`config.mk`:
```
export PLATFORM = sky130hd
export DESIGN_NAME = feature_control_command_handler
export DESIGN_NICKNAME = d
export VERILOG_FILES = /design/src/inc/fc_pkg.sv /design/src/rtl/feature_control_command_handler.sv /design/src/rtl/feature_slot.sv
export SDC_FILE = /design/constraint.sdc
export NUM_CORES = 1
export LEC_CHECK = 0
export BUFFER_PORTS_ARGS = -buffer_cell sky130_fd_sc_hd__buf_2
export CAP_MARGIN = 20
export CORE_MARGIN = 2
export CORE_UTILIZATION = 40
export CTS_CLUSTER_SIZE = 10
export DETAILED_ROUTE_END_ITERATION = 16
export MAX_ROUTING_LAYER = met4
export SLEW_MARGIN = 20
export SYNTH_ARGS = -nofsm -noshare
export SYNTH_HDL_FRONTEND = slang
export SYNTH_HIERARCHICAL = 1
export SYNTH_SLANG_ARGS = --single-unit
```
`constraint.sdc`:
```
create_clock -name clk -period 3.1 [get_ports clk]
set_clock_uncertainty 0.2 [all_clocks]
set_input_delay 0.465 -clock clk [delete_from_list [all_inputs] [get_ports clk]]
set_output_delay 0.465 -clock clk [all_outputs]
set_load 0.02 [all_outputs]
```
`src/inc/fc_pkg.sv`:
```
package fc_pkg;
  localparam int WORD_W = 16;
  localparam int OFS_W  = 8;

  localparam logic [15:0] ACT_FEATURE_CTRL = 16'h0004;
  localparam logic [15:0] FN_SET_STATE     = 16'h0001;
  localparam logic [15:0] FN_GET_STATE     = 16'h0002;
  localparam logic [15:0] FN_GET_FLAGS     = 16'h0003;
  localparam logic [15:0] FEAT_WCACHE      = 16'h0001;
  localparam logic [15:0] FEAT_REORDER     = 16'h0002;
  localparam logic [15:0] WC_DEFER         = 16'h0001;
  localparam logic [15:0] WC_FORCE_ON      = 16'h0002;
  localparam logic [15:0] WC_FORCE_OFF     = 16'h0003;
  localparam logic [15:0] RO_ENABLE        = 16'h0001;
  localparam logic [15:0] RO_DISABLE       = 16'h0002;
  localparam logic [15:0] WC_DEFAULT       = WC_DEFER;
  localparam logic [15:0] RO_DEFAULT       = RO_ENABLE;
  localparam int          OPT_PERSIST_BIT  = 0;

  localparam logic [7:0] TF_ERR_OK   = 8'h00;
  localparam logic [7:0] TF_STAT_OK  = 8'h50;
  localparam logic [7:0] TF_ERR_ABRT = 8'h04;
  localparam logic [7:0] TF_STAT_ERR = 8'h51;
  localparam logic [7:0] TF_RSVD     = 8'h00;
  localparam int         ID85_WC_BIT = 5;

  localparam logic [7:0] OFS_ACTION  = 8'h00;
  localparam logic [7:0] OFS_FUNC    = 8'h04;
  localparam logic [7:0] OFS_FEAT    = 8'h08;
  localparam logic [7:0] OFS_STATE   = 8'h0c;
  localparam logic [7:0] OFS_OPTS    = 8'h10;
  localparam logic [7:0] OFS_CTRL    = 8'h14;
  localparam logic [7:0] OFS_SETFEAT = 8'h18;
  localparam logic [7:0] OFS_RESULT  = 8'h1c;
  localparam logic [7:0] OFS_STATUS  = 8'h20;
  localparam logic [7:0] OFS_ID85    = 8'h24;
  localparam logic [7:0] OFS_CUR     = 8'h28;

  localparam int CTRL_GO_BIT    = 0;
  localparam int SETFEAT_WC_BIT = 0;
  localparam int STS_BUSY       = 0;
  localparam int STS_DONE       = 1;
  localparam int STS_ABORT      = 2;
  localparam int STS_WC         = 3;
  localparam int STS_RO         = 4;
  localparam int HTRANS_ACT_BIT = 1;
  localparam logic HRESP_OKAY   = 1'b0;

  typedef enum logic [2:0] {
    FSM_LOAD = 3'b001,
    FSM_IDLE = 3'b010,
    FSM_EXEC = 3'b100
  } fsm_t;

  typedef struct packed {
    logic        hsel;
    logic [31:0] haddr;
    logic [1:0]  htrans;
    logic        hwrite;
    logic [2:0]  hsize;
    logic [31:0] hwdata;
    logic        hready;
  } ahb_req_t;

  typedef struct packed {
    logic        hreadyout;
    logic        hresp;
    logic [31:0] hrdata;
  } ahb_rsp_t;

  typedef struct packed {
    logic        wc_valid;
    logic [15:0] wc_state;
    logic        ro_valid;
    logic [15:0] ro_state;
  } nv_in_t;

  typedef struct packed {
    logic        wr;
    logic [15:0] feat;
    logic [15:0] state;
  } nv_out_t;

  typedef struct packed {
    logic [7:0] stat;
    logic [7:0] sn;
    logic [7:0] sc;
    logic [7:0] err;
  } result_t;

  typedef struct packed {
    logic [15:0] state;
  } slot_t;

  typedef struct packed {
    fsm_t        fsm;
    logic        a_on;
    logic        a_wr;
    logic [7:0]  a_ofs;
    logic [31:0] rdata;
    logic [15:0] w_action;
    logic [15:0] w_func;
    logic [15:0] w_feat;
    logic [15:0] w_state;
    logic [15:0] w_opts;
    logic        setfeat_wc;
    result_t     res;
    logic        done;
    logic        abort;
    logic        opt_wc;
    logic        opt_ro;
    logic        wc_on;
    logic        ro_on;
    nv_out_t     nv;
  } fc_state_t;

  localparam fc_state_t FC_RST = '{fsm: FSM_LOAD, default: '0};
endpackage

```
`src/rtl/feature_control_command_handler.sv`:
```
// The register addresses and the AHB-Lite interface to the registers were chosen for this implementation.
`timescale 1ns/10ps
`default_nettype none
// Functional notes
// action code 0004h selects feature control
// function 0001h sets addressed feature state
// function 0002h reports state, leaves it
// function 0003h reports feature option flags
// host fills words 2-4, zeros rest
// option bit 0 set: state kept persistently
// bit 0 clear: volatile, reset restores stored
// success returns error 00h, status 50h
// state low byte count, high number
// flags low byte count, high number
// write cache: defer, force on, off
// deferring: follow latest host set-feature
// forced state overrides host set-feature
// set-feature while forced completes, no effect
// identify word 85 bit 5 true cache
// reordering feature: 0001h on, 0002h off
// both features default to state 0001h
// unsupported codes abort, states unchanged
module feature_control_command_handler (
  input  wire logic             clk,
  input  wire logic             arst_n,
  input  wire fc_pkg::ahb_req_t ahb_i,
  output var  fc_pkg::ahb_rsp_t ahb_o,
  input  wire fc_pkg::nv_in_t   nv_i,
  output var  fc_pkg::nv_out_t  nv_o,
  output logic                  wcache_on,
  output logic                  reorder_on,
  output logic                  id_w85_wc
);
  fc_pkg::fc_state_t s_q;
  fc_pkg::fc_state_t s_d;

  logic [15:0] wc_state;
  logic [15:0] ro_state;
  logic        wc_load;
  logic        ro_load;
  logic        wc_set;
  logic        ro_set;
  logic        addr_ph;
  logic [7:0]  addr_ofs;
  logic [31:0] rd_mux;
  logic [31:0] status_w;
  logic [31:0] id85_w;
  logic        is_wc;
  logic        act_ok;
  logic        fn_ok;
  logic        ft_ok;
  logic        st_ok;
  logic        req_ok;
  logic        is_set;
  logic [15:0] cur_state;
  logic        cur_opt;
  logic        go_wr;
  logic        sf_wr;

  feature_slot #(
    .DEFAULT (fc_pkg::WC_DEFAULT)
  ) u_wc_slot (
    .clk      (clk),
    .arst_n   (arst_n),
    .load     (wc_load),
    .load_ok  (nv_i.wc_valid),
    .load_val (nv_i.wc_state),
    .set      (wc_set),
    .set_val  (s_q.w_state),
    .state    (wc_state)
  );

  feature_slot #(
    .DEFAULT (fc_pkg::RO_DEFAULT)
  ) u_ro_slot (
    .clk      (clk),
    .arst_n   (arst_n),
    .load     (ro_load),
    .load_ok  (nv_i.ro_valid),
    .load_val (nv_i.ro_state),
    .set      (ro_set),
    .set_val  (s_q.w_state),
    .state    (ro_state)
  );

  assign addr_ph  = ahb_i.hsel & ahb_i.htrans[fc_pkg::HTRANS_ACT_BIT] & ahb_i.hready;
  assign addr_ofs = ahb_i.haddr[fc_pkg::OFS_W-1:0];
  assign go_wr    = s_q.a_on & s_q.a_wr & (s_q.a_ofs == fc_pkg::OFS_CTRL)
                  & ahb_i.hwdata[fc_pkg::CTRL_GO_BIT] & (s_q.fsm == fc_pkg::FSM_IDLE);
  assign sf_wr    = s_q.a_on & s_q.a_wr & (s_q.a_ofs == fc_pkg::OFS_SETFEAT);

  // request decode over the latched parameter words
  assign is_wc  = s_q.w_feat == fc_pkg::FEAT_WCACHE;
  assign act_ok = s_q.w_action == fc_pkg::ACT_FEATURE_CTRL;
  assign fn_ok  = s_q.w_func inside {fc_pkg::FN_SET_STATE, fc_pkg::FN_GET_STATE, fc_pkg::FN_GET_FLAGS};
  assign ft_ok  = s_q.w_feat inside {fc_pkg::FEAT_WCACHE, fc_pkg::FEAT_REORDER};
  assign st_ok  = is_wc ? (s_q.w_state inside {fc_pkg::WC_DEFER, fc_pkg::WC_FORCE_ON, fc_pkg::WC_FORCE_OFF})
                        : (s_q.w_state inside {fc_pkg::RO_ENABLE, fc_pkg::RO_DISABLE});
  assign is_set = s_q.w_func == fc_pkg::FN_SET_STATE;
  assign req_ok = act_ok & fn_ok & ft_ok & (st_ok | ~is_set);

  assign cur_state = is_wc ? wc_state : ro_state;
  assign cur_opt   = is_wc ? s_q.opt_wc : s_q.opt_ro;

  always_comb begin
    status_w = '0;
    status_w[fc_pkg::STS_BUSY]  = s_q.fsm != fc_pkg::FSM_IDLE;
    status_w[fc_pkg::STS_DONE]  = s_q.done;
    status_w[fc_pkg::STS_ABORT] = s_q.abort;
    status_w[fc_pkg::STS_WC]    = s_q.wc_on;
    status_w[fc_pkg::STS_RO]    = s_q.ro_on;
    id85_w = '0;
    id85_w[fc_pkg::ID85_WC_BIT] = s_q.wc_on;
  end

  always_comb begin
    case (addr_ofs)
      fc_pkg::OFS_ACTION:  rd_mux = {16'h0000, s_q.w_action};
      fc_pkg::OFS_FUNC:    rd_mux = {16'h0000, s_q.w_func};
      fc_pkg::OFS_FEAT:    rd_mux = {16'h0000, s_q.w_feat};
      fc_pkg::OFS_STATE:   rd_mux = {16'h0000, s_q.w_state};
      fc_pkg::OFS_OPTS:    rd_mux = {16'h0000, s_q.w_opts};
      fc_pkg::OFS_SETFEAT: rd_mux = {31'h0, s_q.setfeat_wc};
      fc_pkg::OFS_RESULT:  rd_mux = s_q.res;
      fc_pkg::OFS_STATUS:  rd_mux = status_w;
      fc_pkg::OFS_ID85:    rd_mux = id85_w;
      fc_pkg::OFS_CUR:     rd_mux = {ro_state, wc_state};
      default:             rd_mux = '0;
    endcase
  end

  always_comb begin
    s_d = s_q;
    s_d.nv.wr = 1'b0;
    wc_load = 1'b0;
    ro_load = 1'b0;
    wc_set = 1'b0;
    ro_set = 1'b0;

    // bus: latch address phase, reads answered from a flop
    if (ahb_i.hready) begin
      s_d.a_on  = addr_ph;
      s_d.a_wr  = ahb_i.hwrite;
      s_d.a_ofs = addr_ofs;
    end
    if (addr_ph && !ahb_i.hwrite) begin
      s_d.rdata = rd_mux;
    end

    // bus: write data phase
    if (s_q.a_on && s_q.a_wr) begin
      case (s_q.a_ofs)
        fc_pkg::OFS_ACTION: s_d.w_action = ahb_i.hwdata[fc_pkg::WORD_W-1:0];
        fc_pkg::OFS_FUNC:   s_d.w_func   = ahb_i.hwdata[fc_pkg::WORD_W-1:0];
        fc_pkg::OFS_FEAT:   s_d.w_feat   = ahb_i.hwdata[fc_pkg::WORD_W-1:0];
        fc_pkg::OFS_STATE:  s_d.w_state  = ahb_i.hwdata[fc_pkg::WORD_W-1:0];
        fc_pkg::OFS_OPTS:   s_d.w_opts   = ahb_i.hwdata[fc_pkg::WORD_W-1:0];
        default: ;
      endcase
    end

    // host set-feature always accepted; forcing decides its effect
    if (sf_wr) begin
      s_d.setfeat_wc = ahb_i.hwdata[fc_pkg::SETFEAT_WC_BIT];
    end

    case (s_q.fsm)
      fc_pkg::FSM_LOAD: begin
        wc_load = 1'b1;
        ro_load = 1'b1;
        s_d.opt_wc = nv_i.wc_valid;
        s_d.opt_ro = nv_i.ro_valid;
        s_d.fsm = fc_pkg::FSM_IDLE;
      end
      fc_pkg::FSM_IDLE: begin
        if (go_wr) begin
          s_d.fsm = fc_pkg::FSM_EXEC;
          s_d.done = 1'b0;
          s_d.abort = 1'b0;
        end
      end
      fc_pkg::FSM_EXEC: begin
        s_d.fsm = fc_pkg::FSM_IDLE;
        s_d.done = 1'b1;
        s_d.res.err = fc_pkg::TF_ERR_OK;
        s_d.res.stat = fc_pkg::TF_STAT_OK;
        s_d.res.sc = fc_pkg::TF_RSVD;
        s_d.res.sn = fc_pkg::TF_RSVD;
        if (!req_ok) begin
          s_d.abort = 1'b1;
          s_d.res.err = fc_pkg::TF_ERR_ABRT;
          s_d.res.stat = fc_pkg::TF_STAT_ERR;
        end else begin
          case (s_q.w_func)
            fc_pkg::FN_SET_STATE: begin
              wc_set = is_wc;
              ro_set = ~is_wc;
              if (is_wc) begin
                s_d.opt_wc = s_q.w_opts[fc_pkg::OPT_PERSIST_BIT];
              end else begin
                s_d.opt_ro = s_q.w_opts[fc_pkg::OPT_PERSIST_BIT];
              end
              // only a persistent request reaches the stored copy
              s_d.nv.wr = s_q.w_opts[fc_pkg::OPT_PERSIST_BIT];
              s_d.nv.feat = s_q.w_feat;
              s_d.nv.state = s_q.w_state;
            end
            fc_pkg::FN_GET_STATE: begin
              {s_d.res.sn, s_d.res.sc} = cur_state;
            end
            fc_pkg::FN_GET_FLAGS: begin
              {s_d.res.sn, s_d.res.sc} = {15'h0000, cur_opt};
            end
            default: ;
          endcase
        end
      end
      default: begin
        s_d.fsm = fc_pkg::FSM_IDLE;
      end
    endcase

    // effective cache state
    case (wc_state)
      fc_pkg::WC_DEFER:    s_d.wc_on = s_q.setfeat_wc;
      fc_pkg::WC_FORCE_ON: s_d.wc_on = 1'b1;
      default:             s_d.wc_on = 1'b0;
    endcase
    s_d.ro_on = ro_state == fc_pkg::RO_ENABLE;
  end

  always_ff @(posedge clk or negedge arst_n) begin
    if (!arst_n) begin
      s_q <= fc_pkg::FC_RST;
    end else begin
      s_q <= s_d;
    end
  end

  assign ahb_o.hreadyout = 1'b1;
  assign ahb_o.hresp     = fc_pkg::HRESP_OKAY;
  assign ahb_o.hrdata    = s_q.rdata;
  assign nv_o            = s_q.nv;
  assign wcache_on       = s_q.wc_on;
  assign reorder_on      = s_q.ro_on;
  assign id_w85_wc       = id85_w[fc_pkg::ID85_WC_BIT];

  logic ex;
  assign ex = s_q.fsm == fc_pkg::FSM_EXEC;
endmodule
`default_nettype wire

```
`src/rtl/feature_slot.sv`:
```
`timescale 1ns/10ps
`default_nettype none
module feature_slot #(
  parameter logic [15:0] DEFAULT = 16'h0001
) (
  input  wire logic        clk,
  input  wire logic        arst_n,
  input  wire logic        load,
  input  wire logic        load_ok,
  input  wire logic [15:0] load_val,
  input  wire logic        set,
  input  wire logic [15:0] set_val,
  output logic      [15:0] state
);
  fc_pkg::slot_t s_q;
  fc_pkg::slot_t s_d;

  always_comb begin
    s_d = s_q;
    if (load) begin
      // stored value after power up, default when none is kept
      s_d.state = load_ok ? load_val : DEFAULT;
    end else if (set) begin
      s_d.state = set_val;
    end
  end

  always_ff @(posedge clk or negedge arst_n) begin
    if (!arst_n) begin
      s_q.state <= DEFAULT;
    end else begin
      s_q <= s_d;
    end
  end

  assign state = s_q.state;
endmodule
`default_nettype wire

```
### Yosys cells after proc, flatten, opt, wreduce, memory -nomap -nowiden

Index checks and enable logic that the tools add are counted.

* register bits: 229
* bits of input ports: 108
* output and inout bits: 70
* word-level logic and storage cells: 134

* equal/unequal tests: 37
* multiplexer cells: 35
* bitwise operators: 13
* reductions and logical operators: 23

Operators by type and width (number)
* $pmux W32 S10: 1
* $mux W16: 8
* $mux W33: 3
* $eq A16 B2 Y1 const B: 6
* $eq A16 B1 Y1 const B: 5
* $eq A8 B5 Y1 const B: 6
* $eq A8 B4 Y1 const B: 4
* $pmux W16 S2: 1
* $eq A8 B6 Y1 const B: 3
* $eq A16 B3 Y1 const B: 1
* $eq A8 B3 Y1 const B: 2
* $logic_not A8 Y1: 2
* $mux W1: 13
* $ne A2 B2 Y1 const B: 6
* $reduce_and A2 Y1: 6
* $reduce_bool A2 Y1: 6
* $and A1 B1 Y1: 10
* $mux W3: 3
* $pmux W2 S2: 2
* $reduce_and A4 Y1: 2
* $mux W2: 3
* $reduce_and A3 Y1: 2
* $reduce_bool A3 Y1: 2
* $eq A3 B1 Y1 const B: 1
* other kinds (8): 10

### Depth between registers and ports, before layout

Gate-level depths: netlist of the first run.

* depth after elaboration: 9
* mapped depth: 10
* depth with buffers taken out: 8

### By module

The synthesis of the first run kept the hierarchy.

Modules (own cells, without submodules)
* feature_control_command_handler: times used 1, cells an instance 757, area each 8717.1 um^2, seq. area each 4580.6 um^2
* feature_slot: times used 2, cells an instance 58, area each 780.7 um^2, seq. area each 401.6 um^2

### Worst setup path after synthesis of the first run

OpenSTA, ideal clock, no wires.

* path type: register to register
* from: reg s_q[130] (netlist name)
* to: reg, netlist name u_ro_slot/state[11]
* library setup time: 0.127 ns
* arrival: 2.532 ns
* data required time: 2.773 ns
* slack: 0.241 ns
* cell stages (with the launch flop): 10
* buffers on the path: 2
* period minus slack after synthesis: 2.859 ns
* cell sequence: dfrtp_1 nor4_2 nand4_1 or4_1 or4_4 nor2b_1 buf_4 buf_6 mux2i_1 o2bb2ai_2

* word-level cells in the longest chain between the ends: 8
* elaborated cells on any way between the ends: 13
* those cells by class: eq/ne: 3; mux: 3; bitwise: 5; reduce/logical: 2

Ends and longest elaborated chain
* start: declaration: line feature_control_command_handler.sv:34 `fc_pkg::fc_state_t s_q;`
* start signal: assignment: line feature_control_command_handler.sv:234 `s_q <= fc_pkg::FC_RST;`
* $eq A16 B1 Y1 or $eq A16 B2 Y1 (tied branches): line feature_control_command_handler.sv:95, feature_control_command_handler.sv:99, feature_control_command_handler.sv:194
* $reduce_bool A3 Y1: line feature_control_command_handler.sv:95 `assign fn_ok = s_q.w_func inside {fc_pkg::FN_SET_STATE, fc_pkg::FN_GET_STATE, fc_pkg::FN_GET_FLAGS};`
* $and A1 B1 Y1 (3 in series): line feature_control_command_handler.sv:100 `assign req_ok = act_ok & fn_ok & ft_ok & (st_ok | ~is_set);`
* $mux W1 (*): line feature_control_command_handler.sv:189 `if (!req_ok) begin`
* $mux W1 (*): line feature_control_command_handler.sv:167 `case (s_q.fsm)`
* named net ro_set: line feature_control_command_handler.sv:42 `logic ro_set;`
* $reduce_bool A2 Y1 (no line) (*)

Mark *: on every way through the listed nets, which the timed path passes. The rest lies on a longest branch.
A chain may end at the register's enable or synchronous reset.

### Worst setup path after layout of the first run

* from: reg s_q[124] (netlist name)
* to: reg, netlist name u_ro_slot/state[6]

* word-level cells in the longest chain between the ends: 8
* elaborated cells on any way between the ends: 13
* those cells by class: eq/ne: 3; mux: 3; bitwise: 5; reduce/logical: 2

Ends and longest elaborated chain (line)
* $eq A16 B1 Y1 or $eq A16 B2 Y1 (tied branches): feature_control_command_handler.sv:95, feature_control_command_handler.sv:99, feature_control_command_handler.sv:194
* $reduce_bool A3 Y1: feature_control_command_handler.sv:95
* $and A1 B1 Y1 (3 in series): feature_control_command_handler.sv:100
* $mux W1 (*): feature_control_command_handler.sv:189
* $mux W1 (*): feature_control_command_handler.sv:167
* named net ro_set: feature_control_command_handler.sv:42
* $reduce_bool A2 Y1 (no line) (*)

Marks and branches as above.

==> impl_metrics.yaml, run 1 <==
outcome:
  status: "complete, no violations"
power:
  cellPowerDensity_nw_per_um2: 503
  seqPwrFrac: 0.474
  intPower_uw: 4770
  power.clock.fraction: 0.440
  power_switching_uw: 1510
  switching_share_of_total_power: 0.240
  irDropWorstVdd_v: 0.000317
  p_leak_uw: 0.00578
  post_layout_power_uw: 6270
  share_comb_of_total_power: 0.086
grt:
  grt_usage: 0.244
  met1_global_route_usage: 0.330
  grt_first_pass_wirelength_mm: 47.7
  global_route.peak_usage_layer: "met2"
  grt_start_max_net_pins: 74
  grt_use_met3: 0.0343
  first_global_vias: 7693
  grt.met2_usage: 0.380
  grt.overflow.total: 0
  antenna_found_initial: 0
timing:
  timing.setup.tns_ns: 0
  setup_viol: 0
  layout_worst_path_cycle_share: 0.982
  grt_setup_unrepaired: "true"
  final-hold-violation-count: 0
  maxClockFrequency_ghz: 0.328
  max-slew-margin-rel: 0.454
  timing_worst_slew_pin_value_ns: 0.817
  slew_violations: 0
  timing.final.ws_setup_ns: 0.0556
  timing.final.crit_period_ns: 3.04
drt:
  drt_drc_violations_left: 0
  firstDrtPassIters: 5
  total_wire_length_mm: 31.8
  detailroute.via_count: 7620
  route.antenna.remaining_nets: 0
  vias_per_cell: 5.54
  drt-wirelength-per-cell_um: 23.1
  first_iter_violations: 625
setup_path:
  crit-reg2reg-capture: "u_ro_slot/state[6]"
  crit_path_start_kind: "flip-flop"
  r2r-start: "s_q[124]"
  critical_path_class: "flip-flop to flip-flop"
  cp.required_ns: 3.29
  worstRegToRegCells: 8
  path_max_fanout: 15
  cp_data_arrival_time_ns: 3.24
  critPathCaptureType: "flip-flop"
  critPathCapture: "u_ro_slot/state[6]"
  setup.reg_to_reg.worst_slack_ns: 0.06
  crit_path_start: "s_q[124]"
die:
  rows: 58
  starting_density_of_the_core: 0.408
  placeableCoreArea_sq_um: 25200
  boundaryPins: 178
  die_h_um: 164
  dieArea_sq_um: 27000
  dieWidth_um: 164
final_layout:
  layout.core_utilization: 0.495
  antenna-diode-count: 0
  areaGrowthSynthToFinish_pct: 21.2
  layout.nets: 1140
  final_layout_size_suffix_gt1_frac: 0.367
logic_synthesis:
  yosys.area.top_type: "sky130_fd_sc_hd__dfrtp_1"
  synth.top_cells.by_area: "sky130_fd_sc_hd__dfrtp_1 52%, sky130_fd_sc_hd__mux2_2 11%, sky130_fd_sc_hd__buf_4 5.1%, sky130_fd_sc_hd__mux2i_1 4.9%, sky130_fd_sc_hd__nand2_1 2.3%"
  syn_inst: 873
  synth_top_cells_by_count: "212 x sky130_fd_sc_hd__dfrtp_1, 104 x sky130_fd_sc_hd__mux2_2, 70 x sky130_fd_sc_hd__buf_4, 62 x sky130_fd_sc_hd__nand2_1, 50 x sky130_fd_sc_hd__mux2i_1"
  synth_cell_type_count: 59
  yosys.cell_count.top_type: "sky130_fd_sc_hd__dfrtp_1"
  post-synth-top-area-fraction: 0.516
  synth_enable_flop_cells: 0
  ys_seq_elements: 215
  async_sr_flop_fraction: 1.00
  synth.avg_cell_area_sq_um: 11.8
  synth_warnings: 6
  synth_ff_type: "sky130_fd_sc_hd__dfrtp_1"
  synth.yosys.seq_area_share: 0.524
  post_synth_instance_area_sq_um: 10300
clock_network:
  clkSinkCount: 215
  tritoncts: "done"
  longest_clk_path_bufs: 3
  clk-insertion-delay-late_ns: 0.53
  cts_buffers: 26
  cts-root-buf: "sky130_fd_sc_hd__clkbuf_16"
  clk_pin_slew_worst_paths_ns: 0.05
  cts.htree.levels: 1
placed_design:
  routabilityCongestion: 0.949
  post-dp-hpwl_mm: 22.9
  count_of_port_buffers_added_during_placement: 131
  place_worst_setup_slack_ns: 0.0187
worst_hold_path:
  holdPathStages: 3
  min_path_type: "primary input to flip-flop"
  min-delay-start: "ahb_i[71]"
job:
  max_cap_viol_count: 0
==> cells by family after synthesis <==
kind of cell           after synthesis  synth area share
XOR/XNOR                             1          0.000852
multiplexers                       157             0.168
AO/OA/AOI/OAI                      154             0.110
other                                2          0.000731
flip-flops                         215             0.524
AND/OR/NAND/NOR                    220             0.119
buffers and inverters              124            0.0772
==> registers in the layout, indices dropped and copies added, names as in the netlist <==
name,count
ahb_o,32
id_w85_wc,1
nv_o,33
reorder_on,1
s_q,116
u_ro_slot/state,16
u_wc_slot/state,16
==> routing by layer <==
layer	part of all wire	wire (um)
met5	0	0
met4	0.034	1080
met3	0.059	1870
met2	0.46	14600
met1	0.45	14200
==> cell usage in the layout, fill, tap and decap left out, types with 4 or more instances in the layout <==
cell type / count
sky130_fd_sc_hd__mux2_2: 104
sky130_fd_sc_hd__nor4_2: 8
sky130_fd_sc_hd__a221o_1: 12
sky130_fd_sc_hd__a221oi_1: 7
sky130_fd_sc_hd__and3_1: 14
sky130_fd_sc_hd__buf_4: 77
sky130_fd_sc_hd__nor3_1: 4
sky130_fd_sc_hd__a22oi_1: 18
sky130_fd_sc_hd__inv_1: 7
sky130_fd_sc_hd__mux2i_2: 4
sky130_fd_sc_hd__nor4_1: 11
sky130_fd_sc_hd__o21ai_0: 42
sky130_fd_sc_hd__a21oi_1: 10
sky130_fd_sc_hd__and2_1: 32
sky130_fd_sc_hd__a22o_1: 12
sky130_fd_sc_hd__o2bb2ai_1: 24
sky130_fd_sc_hd__mux2i_1: 45
sky130_fd_sc_hd__buf_12: 5
sky130_fd_sc_hd__a31oi_1: 11
sky130_fd_sc_hd__buf_2: 130
sky130_fd_sc_hd__dlygate4sd3_1: 33
sky130_fd_sc_hd__nand3b_1: 4
sky130_fd_sc_hd__nand2_1: 62
sky130_fd_sc_hd__clkbuf_1: 12
sky130_fd_sc_hd__nand3_1: 19
sky130_fd_sc_hd__dfrtp_1: 212
sky130_fd_sc_hd__clkbuf_16: 27
sky130_fd_sc_hd__nand4_1: 7
sky130_fd_sc_hd__nor2_1: 30
==> what timing repair did <==
item | 4_1_cts | 5_1_grt
endpoints found under the hold margin | 83 | 0
pin swaps | 0 | 2
endpoints found under the setup margin | 2 | 31
buffers inserted | 0 | 0
gates resized for setup | 1 | 15
hold buffers | 33 | 0
==> worst max-delay path, stage by stage, from the launching register on <==
cell                        delay [ns]
sky130_fd_sc_hd__dfrtp_1          0.41
sky130_fd_sc_hd__nor4_2           0.39
sky130_fd_sc_hd__nand4_1          0.19
sky130_fd_sc_hd__or4_4            0.55
sky130_fd_sc_hd__or4_4            0.50
sky130_fd_sc_hd__nor2b_4          0.18
sky130_fd_sc_hd__buf_12           0.18
sky130_fd_sc_hd__mux2i_1          0.21
sky130_fd_sc_hd__o2bb2ai_1        0.10
==> area by class of cell <==
type                       count  area, sq um
clock inverter                 1         7.51
tap                          330          413
sequential                   215         5380
timing repair buffer         247         1690
clock buffer                  41          748
inverter                       7         26.3
multi-input combinational    535         4200
fill                        2332        12700
==> how the worst min path moves through the flow <==
| stage | end | slack [ns] |
|---|---|---|
| after floorplan | ahb_o[0] | -0.03 |
| after detailed placement | ahb_o[16] | 0.23 |
| final | s_q[193] | 0.02 |
| after global placement | ahb_o[16] | 0.22 |
| after global routing | u_ro_slot/state[14] | 0.03 |
| after CTS | u_wc_slot/state[13] | 0.0001 |
==> power by group through the flow <==
stage / registers (uW) / clock network, uW / logic [uW]
floorplan: 3000 / 0 / 252
global placement: 3020 / 0 / 502
detailed placement: 3020 / 0 / 507
CTS: 2970 / 2800 / 541
global route: 2980 / 2910 / 586
finish: 2970 / 2760 / 540
==> metrics by stage <==
| step | cells | hold WS (ns) | cell area, sq um |
|---|---|---|---|
| 2_1_floorplan | 874 | -0.0306 | 10300 |
| 3_3_place_gp | 1301 | 0.223 | 11300 |
| 3_5_place_dp | 1301 | 0.226 | 11300 |
| 4_1_cts | 1376 | 0.000136 | 12400 |
| 5_1_grt | 1376 | 0.0267 | 12500 |
| 6_report | 1376 | 0.0187 | 12500 |
(Power assumes the default switching activity.)
==> run 2, diff against run 1 <==
- clock period: 3.1 -> 3.4 ns (I/O delays scaled with it)
==> run 2 against run 1 <==
Against the previous run: register-to-register slack gained 0.07 ns; worst hold slack lost 0.0067 ns; sequential power shrank 8.4%; sequential cell count is the same; critical path type unchanged.
==> impl_metrics.yaml, run 2 (synthesis gave the netlist of run 1 again) <==
outcome:
  status: "complete, no violations"
final_layout:
  final_common_cell: "sky130_fd_sc_hd__dfrtp_1"
  layout.core_utilization: 0.475
  layout.cells.most_common_list: "212 x sky130_fd_sc_hd__dfrtp_1, 130 x sky130_fd_sc_hd__buf_2, 104 x sky130_fd_sc_hd__mux2_2"
  antenna-diode-count: 0
  multi_input_area_sq_um: 4140
  largest_register_ff_count: 116
  ff_latch_area_sq_um: 5380
  num-fill-cells: 2308
  areaGrowthSynthToFinish_pct: 16.4
  final_layout_size_suffix_gt1_frac: 0.345
  top_register: "s_q"
  layout.nets: 1088
setup_path:
  r2r-start: "s_q[97]"
  worstRegToRegCells: 10
  cp.required_ns: 3.60
  critical_path.slowest_cell: "sky130_fd_sc_hd__or4_4"
  path_max_fanout: 9
  critPathCaptureType: "flip-flop"
  crit-reg2reg-capture: "u_wc_slot/state[8]"
  crit_path_start_kind: "flip-flop"
  setup.reg_to_reg.worst_slack_ns: 0.13
  critical_path_class: "flip-flop to flip-flop"
  cpMostUsedCell: "sky130_fd_sc_hd__nor2_1"
  critical_path.cell_chain: "nor4_1 -> o21ai_0 -> a311oi_2 -> nor2_1 -> or4_4 -> nor2_1 -> buf_4 -> buf_12 -> mux2i_1 -> o2bb2ai_1"
  max_stage_delay_ns: 0.57
  cp_data_arrival_time_ns: 3.47
die:
  placeableCoreArea_sq_um: 25200
  dieArea_sq_um: 27000
  starting_density_of_the_core: 0.408
  dieWidth_um: 164
  die_h_um: 164
  rows: 58
  boundaryPins: 178
clock_network:
  cts_buffers: 26
  clk-insertion-delay-late_ns: 0.53
  post_cts_buffers: 0
  cts.htree.levels: 1
  tritoncts: "done"
  clkSinkCount: 215
  longest_clk_path_bufs: 3
  cts-root-buf: "sky130_fd_sc_hd__clkbuf_16"
  clk_pin_slew_worst_paths_ns: 0.06
worst_hold_path:
  timing.hold.worst_endpoint: "u_wc_slot/state[7]"
  min_path_type: "primary input to flip-flop"
  holdPathStages: 2
  min-delay-start: "nv_i[24]"
drt:
  first_iter_violations: 487
  detailroute.via_count: 7443
  drt-wirelength-per-cell_um: 23.5
  route.antenna.remaining_nets: 0
  total_wire_length_mm: 31.1
  vias_per_cell: 5.63
  firstDrtPassIters: 4
  drt_drc_violations_left: 0
power:
  cellPowerDensity_nw_per_um2: 476
  seqPwrFrac: 0.478
  intPower_uw: 4330
  power_switching_uw: 1360
  p_leak_uw: 0.00551
  share_comb_of_total_power: 0.075
  switching_share_of_total_power: 0.239
  post_layout_power_uw: 5700
  power.clock.fraction: 0.447
  irDropWorstVdd_v: 0.000344
timing:
  timing.setup.tns_ns: 0
  timing.final.crit_period_ns: 3.27
  timing_worst_slew_pin_value_ns: 0.781
  timing.final.ws_setup_ns: 0.127
  maxClockFrequency_ghz: 0.306
  final-hold-violation-count: 0
  grt_setup_unrepaired: "false"
  setup_viol: 0
  slew_violations: 0
  layout_worst_path_cycle_share: 0.963
  max-slew-margin-rel: 0.480
job:
  max_cap_viol_count: 0
placed_design:
  routabilityCongestion: 0.971
  place_worst_setup_slack_ns: 0.149
  count_of_port_buffers_added_during_placement: 131
  post-dp-hpwl_mm: 22.1
grt:
  grt_start_max_net_pins: 100
  first_global_vias: 7419
  grt_usage: 0.240
  antenna_found_initial: 0
  grt.overflow.total: 0
  grt_first_pass_wirelength_mm: 47.1
[run 2: area by class of cell]
cell class / count / area share
clock buffer: 39 / 0.0636
clock inverter: 1 / 0.000418
inverter: 7 / 0.00220
multi-input combinational: 535 / 0.346
sequential: 215 / 0.450
tap: 330 / 0.0345
timing repair buffer: 195 / 0.103
[run 2: metal layers]
layer  routed length [um]  global-route usage  up-vias
met5                    0                   -        -
met4                  890              0.0706        0
met3                 1670              0.0346       59
met2                14400               0.371      253
met1                14100               0.329     3785
li1                     -                   -     3346
[run 2: timing repair]
item / in CTS / in global routing
endpoints found under the hold margin: 108 / 0
hold buffers: 15 / 0
gates resized for setup: 0 / 2
endpoints found under the setup margin: 0 / 30
[run 2: worst max-delay path by stage]
stage                     slack, ns                  end      from
after global routing           0.01  u_ro_slot/state[13]  s_q[111]
after CTS                      0.12  u_ro_slot/state[13]  s_q[128]
after global placement         0.16  u_ro_slot/state[11]  s_q[128]
after detailed placement       0.15  u_ro_slot/state[13]  s_q[128]
final                          0.13   u_wc_slot/state[8]   s_q[97]
after floorplan                0.54  u_ro_slot/state[11]  s_q[130]
[run 2: power by group through the flow]
stage / logic [uW] / registers (uW) / clock network, uW
3_5_place_dp: 417 / 2760 / 0
2_1_floorplan: 230 / 2730 / 0
3_3_place_gp: 414 / 2760 / 0
5_1_grt: 468 / 2730 / 2710
4_1_cts: 432 / 2720 / 2600
6_report: 429 / 2720 / 2550
[run 2: stage by stage]
step | instance area (sq um) | std cells | hold WS (ns)
finish | 12000 | 1322 | 0.0120
global route | 12000 | 1322 | 0.00587
CTS | 11900 | 1322 | 0.00268
detailed placement | 11000 | 1267 | 0.245
global placement | 11000 | 1267 | 0.242
floorplan | 10300 | 874 | 0.0144
[run 2: critical path, delay by kind of cell, from the launching register on]
family / cells / cell delay, ns
simple gates: 4 / 1.27
compound gates: 3 / 0.65
flops: 1 / 0.49
buf+inv: 2 / 0.30
mux: 1 / 0.22
==> run 3, diff against run 2 <==
--- a/config.mk
+++ b/config.mk
@@ -7,8 +7,6 @@
 export LEC_CHECK = 0
 export BUFFER_PORTS_ARGS = -buffer_cell sky130_fd_sc_hd__buf_2
-export CAP_MARGIN = 20
 export CORE_MARGIN = 2
 export CORE_UTILIZATION = 40
-export CTS_CLUSTER_SIZE = 10
 export DETAILED_ROUTE_END_ITERATION = 16
 export MAX_ROUTING_LAYER = met4
==> constraint.sdc (replaced) <==
create_clock -name clk -period 3.4 [get_ports clk]
set_clock_uncertainty 0.2 [all_clocks]
set_input_delay 0.51 -clock clk [delete_from_list [all_inputs] [get_ports clk]]
set_output_delay 0.51 -clock clk [all_outputs]
set_load 0.01 [all_outputs]
==> run 3 against run 2 <==
Against the previous run: total power is 5.7% higher; clock power rose by 14%; combinational power is 7.5% lower; via count decreased by 0.28%; register-to-register slack better by 0.06 ns; sequential cell count unchanged; utilization rose by 0.10 points; cell count is 0.76% lower.
==> impl_metrics.yaml, run 3 (synthesis gave the netlist of run 1 again) <==
outcome:
  status: "complete, no violations"
grt:
  global_route.peak_usage_layer: "met2"
  antenna_found_initial: 0
  grt.met2_usage: 0.367
  grt.overflow.total: 0
  met1_global_route_usage: 0.322
  grt_first_pass_wirelength_mm: 46.5
  grt_use_met3: 0.0366
  grt_start_max_net_pins: 100
  grt_usage: 0.236
  first_global_vias: 7380
timing:
  timing.final.ws_setup_ns: 0.182
  max-slew-margin-rel: 0.480
  slew_violations: 0
  timing_worst_slew_pin_value_ns: 0.780
  maxClockFrequency_ghz: 0.311
  timing.final.crit_period_ns: 3.22
  setup_viol: 0
  layout_worst_path_cycle_share: 0.946
  final-hold-violation-count: 0
  grt_setup_unrepaired: "false"
  timing.setup.tns_ns: 0
die:
  boundaryPins: 178
  dieArea_sq_um: 27000
  rows: 58
  dieWidth_um: 164
  placeableCoreArea_sq_um: 25200
  starting_density_of_the_core: 0.408
  die_h_um: 164
setup_path:
  worstRegToRegCells: 8
  cp_data_arrival_time_ns: 3.41
  setup.reg_to_reg.worst_slack_ns: 0.18
  critical_path_class: "flip-flop to flip-flop"
  path_max_fanout: 15
  crit-reg2reg-capture: "u_ro_slot/state[11]"
  cp.required_ns: 3.59
  critPathCaptureType: "flip-flop"
  crit_path_start_kind: "flip-flop"
  critPathCapture: "u_ro_slot/state[11]"
  crit_path_start: "s_q[128]"
  r2r-start: "s_q[128]"
drt:
  detailroute.via_count: 7422
  total_wire_length_mm: 30.5
  drt-wirelength-per-cell_um: 23.2
  drt_drc_violations_left: 0
  vias_per_cell: 5.66
  route.antenna.remaining_nets: 0
  firstDrtPassIters: 5
  first_iter_violations: 532
final_layout:
  layout.core_utilization: 0.476
  layout.cells.most_common_list: "212 x sky130_fd_sc_hd__dfrtp_1, 130 x sky130_fd_sc_hd__buf_2, 104 x sky130_fd_sc_hd__mux2_2"
  antenna-diode-count: 0
  layout.nets: 1074
  areaGrowthSynthToFinish_pct: 16.7
  final_common_cell: "sky130_fd_sc_hd__dfrtp_1"
  layout.cells.non_filler: 1312
  top_register: "s_q"
  largest_register_ff_count: 116
  final_layout_size_suffix_gt1_frac: 0.357
placed_design:
  routabilityCongestion: 0.971
  place_worst_setup_slack_ns: 0.149
  dpl.cell_count: 1267
  post-dp-hpwl_mm: 22.1
  count_of_port_buffers_added_during_placement: 131
clock_network:
  post_cts_buffers: 0
  cts_buffers: 24
  clk_pin_slew_worst_paths_ns: 0.06
  clk-insertion-delay-late_ns: 0.52
  longest_clk_path_bufs: 3
  clkSinkCount: 215
  tritoncts: "done"
  cts.htree.levels: 1
  cts-root-buf: "sky130_fd_sc_hd__clkbuf_16"
power:
  cellPowerDensity_nw_per_um2: 502
  post_layout_power_uw: 6020
  irDropWorstVdd_v: 0.000349
  p_leak_uw: 0.00553
job:
  max_cap_viol_count: 0
worst_hold_path:
  min_path_type: "primary input to flip-flop"
[run 3: worst min path at each step]
stage                        start                   to  slack [ns]  cells past startpoint
after detailed placement   s_q[67]              s_q[67]        0.24                      1
after CTS                  nv_i[8]   u_ro_slot/state[8]     0.00002                      2
final                      nv_i[8]   u_ro_slot/state[8]        0.01                      2
after floorplan             arst_n             ahb_o[0]        0.01                      0
after global placement     s_q[67]              s_q[67]        0.24                      1
after global routing      nv_i[11]  u_ro_slot/state[11]       0.005                      2
[run 3: metrics by stage]
step | area [sq um] | hold slack (ns)
3_5_place_dp | 11000 | 0.245
4_1_cts | 12000 | 0.0000170
5_1_grt | 12000 | 0.00526
6_report | 12000 | 0.0117
2_1_floorplan | 10300 | 0.0144
3_3_place_gp | 11000 | 0.242
[run 3: layout make-up]
cell class | instances | area [sq um]
Fill cell | 2309 | 13200
Sequential cell | 215 | 5380
Multi-Input combinational cell | 535 | 4160
Timing Repair Buffer | 183 | 1110
Clock buffer | 34 | 729
Tap cell | 330 | 413
Clock inverter | 8 | 168
Inverter | 7 | 26.3
[run 3: critical path, stage by stage, from the launching register on]
cell and delay (ns):
sky130_fd_sc_hd__dfrtp_1 0.45, sky130_fd_sc_hd__nor4_4 0.39, sky130_fd_sc_hd__nand4_1 0.26, sky130_fd_sc_hd__or4_1 0.57, sky130_fd_sc_hd__or4_4 0.49, sky130_fd_sc_hd__nor2b_2 0.22, sky130_fd_sc_hd__buf_12 0.19, sky130_fd_sc_hd__mux2i_1 0.24
sky130_fd_sc_hd__o2bb2ai_2 0.08
[run 3: repair_timing]
action / in CTS / in global routing
gates resized for setup: 0 / 4
endpoints found under the hold margin: 96 / 0
setup endpoints to repair: 0 / 31
hold buffers: 3 / 0
[run 3: power by group]
part | internal, uW | leakage, uW | switching (uW)
Combinational | 167 | 0.00240 | 230
Sequential | 2640 | 0.00269 | 80.0
Clock | 1860 | 0.000439 | 1040
[run 3: routing by layer]
layer / share of wire / wire length [um]
met5: 0 / 0
met2: 0.46 / 14100
met3: 0.058 / 1770
met4: 0.029 / 898
met1: 0.45 / 13700
